## config.mk

```make
export PLATFORM = sky130hd
export DESIGN_NAME = hblcs_host
export DESIGN_NICKNAME = d
export VERILOG_FILES = /design/src/rtl/hblcs_pkg.sv /design/src/rtl/hblcs_lane.sv /design/src/rtl/hblcs_host.sv
export VERILOG_INCLUDE_DIRS = /design/src /design/src/rtl
export SDC_FILE = /design/constraint.sdc
export NUM_CORES = 1
export LEC_CHECK = 0
export ABC_CLOCK_PERIOD_IN_PS = 2200
export BUFFER_PORTS_ARGS = -buffer_cell sky130_fd_sc_hd__buf_2
export CAP_MARGIN = 0
export CELL_PAD_IN_SITES_DETAIL_PLACEMENT = 0
export CELL_PAD_IN_SITES_GLOBAL_PLACEMENT = 1
export CORE_UTILIZATION = 36
export CTS_CLUSTER_SIZE = 8
export DETAILED_ROUTE_END_ITERATION = 12
export PLACE_DENSITY_LB_ADDON = 0.1
export SYNTH_ARGS = -nofsm -noshare
export SYNTH_HDL_FRONTEND = slang
export SYNTH_SLANG_ARGS = --single-unit
```

## constraint.sdc

```tcl
create_clock -name MCLK_I -period 2.2 [get_ports MCLK_I]
set_input_delay 0.44 -clock MCLK_I [delete_from_list [all_inputs] [get_ports MCLK_I]]
set_output_delay 0.44 -clock MCLK_I [all_outputs]
set_load 0.02 [all_outputs]
```

## src/rtl/hblcs_defs.svh

```systemverilog
/*
  shared constants for the host-side flash bus controller: register offsets,
  field positions, reset values and strobe timing counts.
  assumes a 100 MHz controller clock; included by bare name.
*/
`ifndef HBLCS_DEFS_SVH
`define HBLCS_DEFS_SVH

// controller register offsets (word index on the software port)
`define HBLCS_REG_CTRL      4'h0
`define HBLCS_REG_ADDR      4'h1
`define HBLCS_REG_WDATA     4'h2
`define HBLCS_REG_RDATA     4'h3
`define HBLCS_REG_STATUS    4'h4
`define HBLCS_REG_CMD       4'h5
`define HBLCS_REG_DEVSEL    4'h6

// ctrl field positions
`define HBLCS_CTRL_WIDE     0
`define HBLCS_CTRL_SIZE_LO  1
`define HBLCS_CTRL_SIZE_HI  2
`define HBLCS_CTRL_RESET    8'h00

// status field positions
`define HBLCS_ST_BUSY       0
`define HBLCS_ST_READY      1
`define HBLCS_ST_DONE       2
`define HBLCS_ST_REFUSED    3

// cmd codes
`define HBLCS_CMD_READ      2'h1
`define HBLCS_CMD_WRITE     2'h2

// device-side address of the device-select register (arbitrary default)
`define HBLCS_DEVSEL_ADDR   13'h1000

// strobe timing, ns and derived cycles at 10 ns
`define HBLCS_CLK_NS        10
`define HBLCS_TSU_A_NS      10
`define HBLCS_TACC_NS       103
`define HBLCS_THIZ_NS       25
`define HBLCS_TREC_NS       20
`define HBLCS_TSU_A_CYC     ((`HBLCS_TSU_A_NS + `HBLCS_CLK_NS - 1) / `HBLCS_CLK_NS)
`define HBLCS_TACC_CYC      ((`HBLCS_TACC_NS + `HBLCS_CLK_NS - 1) / `HBLCS_CLK_NS)
`define HBLCS_THIZ_CYC      ((`HBLCS_THIZ_NS + `HBLCS_CLK_NS - 1) / `HBLCS_CLK_NS)
`define HBLCS_TREC_CYC      ((`HBLCS_TREC_NS + `HBLCS_CLK_NS - 1) / `HBLCS_CLK_NS)

`endif

```

## src/rtl/hblcs_pkg.sv

```systemverilog
/*
  types for the host-side flash bus controller.
  assumes nothing beyond a SystemVerilog compiler.
*/
package hblcs_pkg;

  typedef enum logic [1:0] {
    HBLCS_SZ_WORD = 2'h0,
    HBLCS_SZ_EVEN = 2'h1,
    HBLCS_SZ_ODD  = 2'h2,
    HBLCS_SZ_NOP  = 2'h3
  } hblcs_size_e;

  typedef enum logic [5:0] {
    HBLCS_ST_IDLE   = 6'b000001,
    HBLCS_ST_SETUP  = 6'b000010,
    HBLCS_ST_STROBE = 6'b000100,
    HBLCS_ST_HOLD   = 6'b001000,
    HBLCS_ST_RECOV  = 6'b010000,
    HBLCS_ST_SEL    = 6'b100000
  } hblcs_state_e;

  typedef logic [15:0] hblcs_data_t;

endpackage : hblcs_pkg

```

## src/rtl/hblcs_lane.sv

```systemverilog
/*
  byte-lane steering for one transfer: picks A0 and the high-byte enable
  from width and size, and packs or unpacks the two lanes.
  assumes the caller holds inputs steady for the whole cycle.
*/
`timescale 1ns/100ps
module hblcs_lane
  import hblcs_pkg::*;
(
  input  wire logic                  wide_i,
  input  wire hblcs_pkg::hblcs_size_e size_i,
  input  wire logic                  addr0_i,
  input  wire hblcs_pkg::hblcs_data_t wdata_i,
  input  wire hblcs_pkg::hblcs_data_t pin_d_i,
  output logic                       a0_o,
  output logic                       high_byte_enable_n_o,
  output logic                       lo_en_o,
  output logic                       hi_en_o,
  output hblcs_pkg::hblcs_data_t     pin_d_o,
  output hblcs_pkg::hblcs_data_t     rdata_o
);
  always_comb begin
    a0_o                 = addr0_i;
    high_byte_enable_n_o = 1'b1;
    lo_en_o              = 1'b1;
    hi_en_o              = 1'b0;
    pin_d_o              = {8'h00, wdata_i[7:0]};
    rdata_o              = {8'h00, pin_d_i[7:0]};
    if (!wide_i) begin
      // byte mode: upper lane left to the device pull-ups
      lo_en_o = 1'b1;
    end else begin
      unique case (size_i)
        HBLCS_SZ_WORD: begin
          a0_o = 1'b0;
          high_byte_enable_n_o = 1'b0;
          hi_en_o = 1'b1;
          pin_d_o = wdata_i;
          rdata_o = pin_d_i;
        end
        HBLCS_SZ_ODD: begin
          a0_o = 1'b1;
          high_byte_enable_n_o = 1'b0;
          lo_en_o = 1'b0;
          hi_en_o = 1'b1;
          pin_d_o = {wdata_i[7:0], 8'h00};
          rdata_o = {8'h00, pin_d_i[15:8]};
        end
        HBLCS_SZ_EVEN: begin
          a0_o = 1'b0;
        end
        HBLCS_SZ_NOP: begin
          a0_o = 1'b1;
          lo_en_o = 1'b0;
          rdata_o = 16'h0000;
        end
      endcase
    end
  end
endmodule : hblcs_lane

```

## src/rtl/hblcs_host.sv

```systemverilog
/*
  host-side controller for an SRAM-like flash bus port: runs chip-enable,
  output-enable and write-enable cycles, steers byte lanes, waits on the
  init-pending pin and selects a cascaded device before talking to it.
  assumes software on a plain register port, one clock at 100 MHz, and a
  device whose pins are synchronous to that clock.
*/
// Local design decisions: the strobed register port and the register addresses.
// Overview of operation
// - bit 0 and bit 8 are lane lsbs
// - host waits for init-pending release before access
// - byte mode uses only the low lane
// - enable low, a0 low: full word
// - word-only host may tie both low
// - long-word host maps device a1 to bit2
// - long-word host ties device a0 low
// - at most four single-die devices cascaded
// - straps give position; single device is zero
// - write position to device-select register first (the code does this only when devsel differs from the position last selected)
`timescale 1ns/100ps
`include "hblcs_defs.svh"
module hblcs_host
  import hblcs_pkg::*;
(
  input  wire logic                   MCLK_I,
  input  wire logic                   RESET_N_I,
  input  wire logic [3:0]             REG_ADDR_I,
  input  wire logic [31:0]            REG_WDATA_I,
  input  wire logic                   REG_WR_I,
  input  wire logic                   REG_RD_I,
  output logic      [31:0]            REG_RDATA_O,
  output logic      [12:0]            DEV_ADDR_O,
  output logic                        CHIP_ENABLE_N_O,
  output logic                        OUTPUT_ENABLE_N_O,
  output logic                        WRITE_ENABLE_N_O,
  output logic                        HIGH_BYTE_ENABLE_N_O,
  output logic                        WIDTH_SELECT_O,
  input  wire hblcs_pkg::hblcs_data_t DEV_DATA_I,
  output hblcs_pkg::hblcs_data_t      DEV_DATA_O,
  output logic      [1:0]             DEV_DATA_OE_O,
  input  wire logic                   INIT_PENDING_N_I
);
  import hblcs_pkg::*;

  hblcs_state_e state_ff, nxt_state;
  logic [7:0]   ctrl_ff;
  logic [12:0]  addr_ff;
  hblcs_data_t  wdata_ff;
  hblcs_data_t  rdata_ff;
  logic [1:0]   devsel_ff;
  logic [1:0]   cmd_ff;
  logic         done_ff;
  logic         refused_ff;
  logic         sel_pend_ff;
  logic [3:0]   cnt_ff;
  logic [1:0]   cur_pos_ff;
  logic         wr_ff;
  logic         oe_ff;
  logic         ce_ff;
  logic         init_ff;

  logic         lane_a0;
  logic         lane_hbe_n;
  logic         lane_lo;
  logic         lane_hi;
  hblcs_data_t  lane_dout;
  hblcs_data_t  lane_rdata;
  logic         start;
  logic         busy;
  logic [12:0]  cyc_addr;
  hblcs_data_t  cyc_wdata;
  hblcs_size_e  cyc_size;

  function automatic logic reg_hit(input logic [3:0] a, input logic [3:0] r);
    reg_hit = (a == r);
  endfunction : reg_hit

  // device select cycle is always an even-byte transfer on the low lane
  assign cyc_addr  = sel_pend_ff ? `HBLCS_DEVSEL_ADDR : addr_ff;
  assign cyc_wdata = sel_pend_ff ? {14'h0000, devsel_ff} : wdata_ff;
  assign cyc_size  = sel_pend_ff ? HBLCS_SZ_EVEN
                                 : hblcs_size_e'(ctrl_ff[`HBLCS_CTRL_SIZE_HI:`HBLCS_CTRL_SIZE_LO]);

  hblcs_lane u_lane (
    .wide_i               (ctrl_ff[`HBLCS_CTRL_WIDE]),
    .size_i               (cyc_size),
    .addr0_i              (cyc_addr[0]),
    .wdata_i              (cyc_wdata),
    .pin_d_i              (DEV_DATA_I),
    .a0_o                 (lane_a0),
    .high_byte_enable_n_o (lane_hbe_n),
    .lo_en_o              (lane_lo),
    .hi_en_o              (lane_hi),
    .pin_d_o              (lane_dout),
    .rdata_o              (lane_rdata)
  );

  // init-pending is the only readiness gate; never reused for array activity
  always_ff @(posedge MCLK_I) begin
    if (!RESET_N_I) begin
      init_ff <= 1'b1;
    end else begin
      init_ff <= !INIT_PENDING_N_I;
    end
  end

  assign busy  = !state_ff[0];
  assign start = REG_WR_I && reg_hit(REG_ADDR_I, `HBLCS_REG_CMD) && !busy && !init_ff;

  always_ff @(posedge MCLK_I) begin
    if (!RESET_N_I) begin
      ctrl_ff   <= `HBLCS_CTRL_RESET;
      addr_ff   <= 13'h0000;
      wdata_ff  <= 16'h0000;
      devsel_ff <= 2'h0;
    end else if (REG_WR_I && !busy) begin
      if (reg_hit(REG_ADDR_I, `HBLCS_REG_CTRL)) begin
        ctrl_ff <= REG_WDATA_I[7:0];
      end
      if (reg_hit(REG_ADDR_I, `HBLCS_REG_ADDR)) begin
        addr_ff <= REG_WDATA_I[12:0];
      end
      if (reg_hit(REG_ADDR_I, `HBLCS_REG_WDATA)) begin
        wdata_ff <= REG_WDATA_I[15:0];
      end
      if (reg_hit(REG_ADDR_I, `HBLCS_REG_DEVSEL)) begin
        devsel_ff <= REG_WDATA_I[1:0];
      end
    end
  end

  always_ff @(posedge MCLK_I) begin
    if (!RESET_N_I) begin
      cmd_ff <= 2'h0;
    end else if (start) begin
      cmd_ff <= REG_WDATA_I[1:0];
    end
  end

  // select cycle precedes any access whose target position changed
  always_ff @(posedge MCLK_I) begin
    if (!RESET_N_I) begin
      sel_pend_ff <= 1'b0;
      cur_pos_ff  <= 2'h0;
    end else if (start) begin
      sel_pend_ff <= (devsel_ff != cur_pos_ff);
    end else if (state_ff == HBLCS_ST_SEL) begin
      sel_pend_ff <= 1'b0;
      cur_pos_ff  <= devsel_ff;
    end
  end

  always_comb begin
    nxt_state = state_ff;
    unique case (state_ff)
      HBLCS_ST_IDLE:   if (start) nxt_state = HBLCS_ST_SETUP;
      HBLCS_ST_SETUP:  if (cnt_ff == 4'h0) nxt_state = HBLCS_ST_STROBE;
      HBLCS_ST_STROBE: if (cnt_ff == 4'h0) nxt_state = HBLCS_ST_HOLD;
      HBLCS_ST_HOLD:   if (cnt_ff == 4'h0) nxt_state = HBLCS_ST_RECOV;
      HBLCS_ST_RECOV:  if (cnt_ff == 4'h0) nxt_state = sel_pend_ff ? HBLCS_ST_SEL
                                                                   : HBLCS_ST_IDLE;
      HBLCS_ST_SEL:    nxt_state = HBLCS_ST_SETUP;
      default:         nxt_state = HBLCS_ST_IDLE;
    endcase
  end

  always_ff @(posedge MCLK_I) begin
    if (!RESET_N_I) begin
      state_ff <= HBLCS_ST_IDLE;
    end else begin
      state_ff <= nxt_state;
    end
  end

  // every phase timed in clocks; the device itself only sees strobe edges
  always_ff @(posedge MCLK_I) begin
    if (!RESET_N_I) begin
      cnt_ff <= 4'h0;
    end else if (nxt_state != state_ff) begin
      unique case (nxt_state)
        HBLCS_ST_SETUP:  cnt_ff <= 4'(`HBLCS_TSU_A_CYC - 1);
        HBLCS_ST_STROBE: cnt_ff <= 4'(`HBLCS_TACC_CYC - 1);
        HBLCS_ST_HOLD:   cnt_ff <= 4'(`HBLCS_THIZ_CYC - 1);
        HBLCS_ST_RECOV:  cnt_ff <= 4'(`HBLCS_TREC_CYC - 1);
        default:         cnt_ff <= 4'h0;
      endcase
    end else if (cnt_ff != 4'h0) begin
      cnt_ff <= cnt_ff - 4'h1;
    end
  end

  // the select cycle is a write whatever the pending command is
  always_comb begin
    wr_ff = sel_pend_ff || (cmd_ff == `HBLCS_CMD_WRITE);
    oe_ff = !wr_ff && state_ff == HBLCS_ST_STROBE;
    ce_ff = state_ff == HBLCS_ST_SETUP || state_ff == HBLCS_ST_STROBE
            || state_ff == HBLCS_ST_HOLD;
  end

  always_ff @(posedge MCLK_I) begin
    if (!RESET_N_I) begin
      DEV_ADDR_O           <= 13'h0000;
      CHIP_ENABLE_N_O      <= 1'b1;
      OUTPUT_ENABLE_N_O    <= 1'b1;
      WRITE_ENABLE_N_O     <= 1'b1;
      HIGH_BYTE_ENABLE_N_O <= 1'b1;
      DEV_DATA_O           <= 16'h0000;
      DEV_DATA_OE_O        <= 2'h0;
    end else begin
      DEV_ADDR_O           <= {cyc_addr[12:1], lane_a0};
      HIGH_BYTE_ENABLE_N_O <= lane_hbe_n;
      CHIP_ENABLE_N_O      <= !ce_ff;
      OUTPUT_ENABLE_N_O    <= !oe_ff;
      WRITE_ENABLE_N_O     <= !(wr_ff && state_ff == HBLCS_ST_STROBE && (lane_lo || lane_hi));
      DEV_DATA_O           <= lane_dout;
      // drive only selected lanes during writes; upper lane idle in byte mode
      DEV_DATA_OE_O        <= (wr_ff && ce_ff) ? {lane_hi, lane_lo} : 2'h0;
    end
  end

  always_ff @(posedge MCLK_I) begin
    if (!RESET_N_I) begin
      rdata_ff <= 16'h0000;
    // sample on the edge that raises the read strobe: the strobe pin lags
    // the state by one flop, so the last strobe state is a cycle short of access
    end else if (state_ff == HBLCS_ST_HOLD && cnt_ff == 4'(`HBLCS_THIZ_CYC - 1)
                 && !wr_ff && !sel_pend_ff) begin
      rdata_ff <= lane_rdata;
    end
  end

  // done is sticky; a new start clears it, refusal set wins over clear
  always_ff @(posedge MCLK_I) begin
    if (!RESET_N_I) begin
      done_ff    <= 1'b0;
      refused_ff <= 1'b0;
    end else begin
      if (state_ff == HBLCS_ST_RECOV && cnt_ff == 4'h0 && !sel_pend_ff) begin
        done_ff <= 1'b1;
      end else if (start) begin
        done_ff <= 1'b0;
      end
      if (REG_WR_I && reg_hit(REG_ADDR_I, `HBLCS_REG_CMD) && (busy || init_ff)) begin
        refused_ff <= 1'b1;
      end else if (REG_RD_I && reg_hit(REG_ADDR_I, `HBLCS_REG_STATUS)) begin
        refused_ff <= 1'b0;
      end
    end
  end

  assign WIDTH_SELECT_O = ctrl_ff[`HBLCS_CTRL_WIDE];

  always_ff @(posedge MCLK_I) begin
    if (!RESET_N_I) begin
      REG_RDATA_O <= 32'h00000000;
    end else if (REG_RD_I) begin
      unique case (REG_ADDR_I)
        `HBLCS_REG_CTRL:   REG_RDATA_O <= {24'h000000, ctrl_ff};
        `HBLCS_REG_ADDR:   REG_RDATA_O <= {19'h00000, addr_ff};
        `HBLCS_REG_WDATA:  REG_RDATA_O <= {16'h0000, wdata_ff};
        `HBLCS_REG_RDATA:  REG_RDATA_O <= {16'h0000, rdata_ff};
        `HBLCS_REG_STATUS: REG_RDATA_O <= {28'h0000000, refused_ff, done_ff,
                                           !init_ff, busy};
        `HBLCS_REG_DEVSEL: REG_RDATA_O <= {30'h00000000, devsel_ff};
        default:           REG_RDATA_O <= 32'h00000000;
      endcase
    end else begin
      REG_RDATA_O <= 32'h00000000;
    end
  end

endmodule : hblcs_host

```

==> run metrics, run 1 <==
Fin Hold WS=0.176 ns; endpoints failing setup=0; met3 Track Usage GR=0.0417; root buf cell=clkbuf_16; max-cap violations=0; Post-synth EDFFs=0; post-synth top area share=0.479; dpl ws=0.117 ns; Post-CTS Hold Fix Bufs=0; H-Tree Depth=4; DR vias/cell=4.94; Hold Crit Class=input pin to flop; crit path max fanout=32; Initial Util=0.372; Worst Slack Setup Final=0.168 ns; Synth area leader=dfxtp_1; Yosys warnings=0; DR iter-0 viols=249; share of layout cells above drive strength 1=0.250; Setup Skew=0.00958 ns; Final Cycle Share=0.924; clock buffer depth=2; unrepaired setup endpoints after global routing=false; Fin. Hold Viols=0; DRT Pass-1 Iters=5; first-pass GRT wire length=22400 um; ys flop type=dfxtp_1; Worst Path Arrival=2.38 ns; I/O pin count=125; total power density per cell area=858 nW/um^2; Hold Path Stages=2; met1 Use GR=0.248; Slew HR=0.589; startpoint types=flop; syn avg cell area=8.67 sq um; final setup TNS=0 ns; initial antenna violation count=0; Worst EP required=2.55 ns; routed wire length=14300 um; IO buf count=92; critical path class=flop to flop; row count=43; post-CTS setup repair buffer count=0; total gr overflow=0; Core Area=13900 sq um; Mapped Area=5180 sq um; Post-Synthesis Cells=597; Leak Pwr=2.58 nW; pin count of the biggest net entering global routing=33; Worst-Skew Late Latency=0.42 ns; R2R Path End=rdata_ff[1]; All-Layer GR Usage=0.202; DPL Wire Length=10500 um; clk slew on worst S/H paths=0.05 ns; die area=14900 sq um; fraction of registers with async set/reset=0; Fillers=1374; sequential cell area fraction in the yosys report=0.479; Die X=122 um; Max Slew Vio Count=0; GRT met2 Usage=0.347; synth cell count leaders=dfxtp_1 (124), nand2_1 (101), a21oi_1 (69); busiest layer in global routing=met2; Tmin final=2.03 ns; #FFs+latches synth=124; Worst VDD drop=0.441 mV; status=complete, no violations; Crit Reg-Reg Startpoint=state_ff[0]; Yosys cell types=60; hold endpoint=init_ff; wire length per cell=16.0 um; drc violations=0; via count=4435; GPL Wtd Cong=0.819; die extent in y=122 um; Inserted Clock Buffers=17; CTS tree=done; most instantiated library cell after synthesis=dfxtp_1; CP Capture Type=flop; area delta synth->final=25.7%; fmax=492 MHz; final antenna diode count=0; reg2reg path depth=7; hold path start=INIT_PENDING_N_I; worst-margin pin slew=0.612 ns; Post-DRT Antenna Nets=0; R2R Setup Slk=0.17 ns; CTS Sinks=124; vias in the first global route=4316; top cells by area, synth=dfxtp_1 (48%), nand2_1 (7.3%), a21oi_1 (6.7%); Nets=765
## worst max-delay path, stage by stage (launching register included)
cell,delay [ns]
dfxtp_1,0.32
buf_4,0.16
nor3_1,0.43
and3_1,0.23
nand4_1,0.11
buf_4,0.25
or2_2,0.32
a21oi_1,0.14
## cells by family after synthesis
group,after synthesis,synth area share
simple gates,246,0.235
flops,124,0.479
compound gates,121,0.144
buf+inv,65,0.0621
mux,31,0.0623
xor+xnor,7,0.0118
fa+ha+maj,2,0.00483
other cells,1,0.000724
## where the power goes
part	switching, W	internal (W)	leakage [nW]
clock	0.000953	0.00177	0.282
combinational	0.000303	0.000227	1.29
sequential	0.0000387	0.00229	1.00
total	0.00129	0.00429	2.58
## stage by stage
| stage | instance area [sq um] | power [W] | cells | util |
|---|---|---|---|---|
| final | 6510 | 0.00558 | 897 | 0.467 |
| after global placement | 5920 | 0.00289 | 867 | 0.425 |
| after detailed placement | 5920 | 0.00290 | 867 | 0.425 |
| after floorplan | 5230 | 0.00272 | 612 | - |
| after global routing | 6510 | 0.00580 | 897 | 0.467 |
| after CTS | 6500 | 0.00563 | 897 | 0.467 |
## layout make-up
| cell class | instances | area, sq um | share of cell area |
|---|---|---|---|
| tap | 180 | 225 | 0.0346 |
| clock inverter | 6 | 86.3 | 0.0133 |
| multi-input combinational | 423 | 2440 | 0.374 |
| sequential | 124 | 2480 | 0.381 |
| inverter | 9 | 33.8 | 0.00519 |
| timing repair buffer | 131 | 753 | 0.116 |
| clock buffer | 24 | 492 | 0.0755 |
## routing by layer
layer,share of wire,up-vias
li1,-,2232
met1,0.45,2085
met2,0.49,104
met3,0.043,14
met4,0.015,0
met5,0,-
## placed cells by master, fill, tap and decap left out, types with 13 or more instances in the layout
master	synthesis	final
dfxtp_1	124	124
clkbuf_16	0	17
conb_1	1	16
nor2_1	48	48
nor3_1	13	13
a22oi_1	22	22
a21oi_1	69	69
nand2_1	101	101
mux2i_1	24	24
and2_1	17	17
buf_2	8	92
buf_4	16	39
or2_0	14	14
## worst max path at each step
stage                     start          end  slack, ns
finish              state_ff[0]  rdata_ff[1]       0.17
global route        state_ff[1]  rdata_ff[1]       0.03
global placement    state_ff[2]    cnt_ff[3]       0.20
floorplan             cnt_ff[0]    cnt_ff[0]       0.16
CTS                   cnt_ff[0]    cnt_ff[0]       0.09
detailed placement    cnt_ff[0]    cnt_ff[0]       0.12
## timing repair
item	CTS	global route
endpoints found under the setup margin	0	4
hold endpoints to repair	0	0
gates resized for setup	0	3
## flip-flops by register name (all words and copies together) (netlist names), 2 cells and up
register / count
DEV_DATA_O: 16
REG_RDATA_O: 16
cnt_ff: 4
rdata_ff: 16
devsel_ff: 2
state_ff: 6
addr_ff: 13
DEV_ADDR_O: 13
DEV_DATA_OE_O: 2
cmd_ff: 2
wdata_ff: 16
cur_pos_ff: 2
ctrl_ff: 8
Note: power is estimated with default switching activity, not from simulation.
==> run 2, diff against run 1 <==
--- a/config.mk
+++ b/config.mk
@@ -11,9 +11,11 @@
 export CAP_MARGIN = 0
 export CELL_PAD_IN_SITES_DETAIL_PLACEMENT = 0
 export CELL_PAD_IN_SITES_GLOBAL_PLACEMENT = 1
+export CORE_MARGIN = 5
 export CORE_UTILIZATION = 36
 export CTS_CLUSTER_SIZE = 8
 export DETAILED_ROUTE_END_ITERATION = 12
+export GPL_TIMING_DRIVEN = 0
 export PLACE_DENSITY_LB_ADDON = 0.1
 export SYNTH_ARGS = -nofsm -noshare
 export SYNTH_HDL_FRONTEND = slang
==> run 2 against run 1 <==
Against the previous run:
- critical path depth shrank 1
- via count rose by 2.9%
- global-route usage down 1.7 points
- clock skew decreased by 0.0018 ns
- core utilization rose by 0.098 points
- count of clock-buffer cells in the layout down 3
- first-iteration DRC count grew 4.8%
- critical path type unchanged
- largest power group unchanged
==> run metrics, run 2 (synthesis results as in run 1) <==
Fillers=1444; total power density per cell area=874 nW/um^2; clk slew on worst S/H paths=0.06 ns; hold path start=INIT_PENDING_N_I; cell family with most CP delay=simple AND/OR/NAND/NOR gates; most frequent cells in the layout=dfxtp_1 (124), nand2_1 (101), buf_2 (97), a21oi_1 (69), nor2_1 (48); critical path class=flop to flop; Nets=779; Hold Crit Class=input pin to flop; status=complete, no violations; Max Slew Vio Count=0; Worst-Skew Late Latency=0.42 ns; Critical-path top delay cell=or4b_1; Fin Hold WS=0.185 ns; share of layout cells above drive strength 1=0.232; routed wire length=15500 um; Cell Chain, Critical Path=clkbuf_1, or4b_1, nor4_1, o21ai_1, o2111ai_2, mux2_4; DPL Wire Length=11700 um; final antenna diode count=0; worst-margin pin slew=0.867 ns; Tmin final=2.06 ns; Buf/Inv on CP=1; vias in the first global route=4431; CTS tree=done; Leak Pwr=2.57 nW; Die X=130 um; DRT Pass-1 Iters=4; total gr overflow=0; Critical Path Source=state_ff[2]; Worst Path Arrival=2.37 ns; via count=4564; Post-CTS Hold Fix Bufs=0; unrepaired setup endpoints after global routing=false; All-Layer GR Usage=0.185; die area=16900 sq um; root buf cell=clkbuf_16; Worst EP required=2.51 ns; DR vias/cell=5.00; IO buf count=89; Setup Skew=0.00778 ns; Post-DRT Antenna Nets=0; crit path max fanout=7; fmax=485 MHz; CP Capture Type=flop; Slew HR=0.422; total power=0.00572 W; Crit Reg-Reg Startpoint=state_ff[2]; row count=43; final setup TNS=0 ns; commonest non-fill, non-tap cell in the layout=dfxtp_1; Core Area=14000 sq um; initial antenna violation count=0; pin count of the biggest net entering global routing=17; Inserted Clock Buffers=17; max-cap violations=0; CP max stage delay=0.58 ns; Worst VDD drop=0.481 mV; CTS Sinks=124; clock buffer depth=2; Initial Util=0.370; Fin. Hold Viols=0; startpoint types=flop; die extent in y=130 um; I/O pin count=125; first-pass GRT wire length=23800 um; wire length per cell=17.0 um; DR iter-0 viols=261; Final Cycle Share=0.937; endpoints failing setup=0; GPL Wtd Cong=0.841; drc violations=0; area delta synth->final=26.5%; H-Tree Depth=4
run 2: changes by cell type in the layout (fill, tap and decap cells not counted), sizes merged:
| cell | change |
|---|---|
| buf | -14 |
| bufinv | +1 |
| clkbuf | +25 |
| clkinv | +1 |
| clkinvlp | +2 |
run 2: what timing repair did:
action / 4_1_cts / 5_1_grt
setup buffers: 1 / 0
setup endpoints to repair: 2 / 28
pin swaps: 1 / 1
endpoints found under the hold margin: 0 / 0
resized for setup: 2 / 9
run 2: where the power goes:
part	internal, W	leakage [nW]	total [W]	switching [W]
clock	0.00186	0.291	0.00286	0.00100
sequential	0.00229	1.00	0.00233	0.0000432
combinational	0.000223	1.28	0.000529	0.000306
run 2: path summary, 6_finish.rpt:
path / cells past startpoint / to / slack, ns
hold reg to reg: 2 / rdata_ff[15] / 0.45
hold / removal: 2 / init_ff / 0.18
setup reg to reg: 6 / cnt_ff[0] / 0.14
setup / recovery: 6 / cnt_ff[0] / 0.14
run 2: layout make-up:
cell class	count	area [sq um]	share of cell area
buffer	55	287	0.0438
clock buffer	21	470	0.0719
clock inverter	10	140	0.0214
inverter	9	33.8	0.00516
multi-input combinational	423	2460	0.375
sequential	124	2480	0.379
tap	180	225	0.0344
timing repair buffer	90	453	0.0692
run 2: per-stage QoR:
step           std cells  cell area, sq um  setup WS (ns)  utilization
2_1_floorplan        612              5230          0.157            -
3_3_place_gp         881              5900         -0.306        0.422
3_5_place_dp         881              5900         -0.337        0.422
4_1_cts              912              6520         0.0206        0.466
5_1_grt              912              6550         0.0124        0.468
6_report             912              6550          0.140        0.468
run 2: per-layer routing:
layer | track usage | up-vias | wire [um]
li1 | - | 2263 | -
met5 | 0 | - | 0
met2 | 0.317 | 105 | 7600
met4 | 0.0691 | 0 | 342
met1 | 0.228 | 2174 | 6780
met3 | 0.0422 | 22 | 759
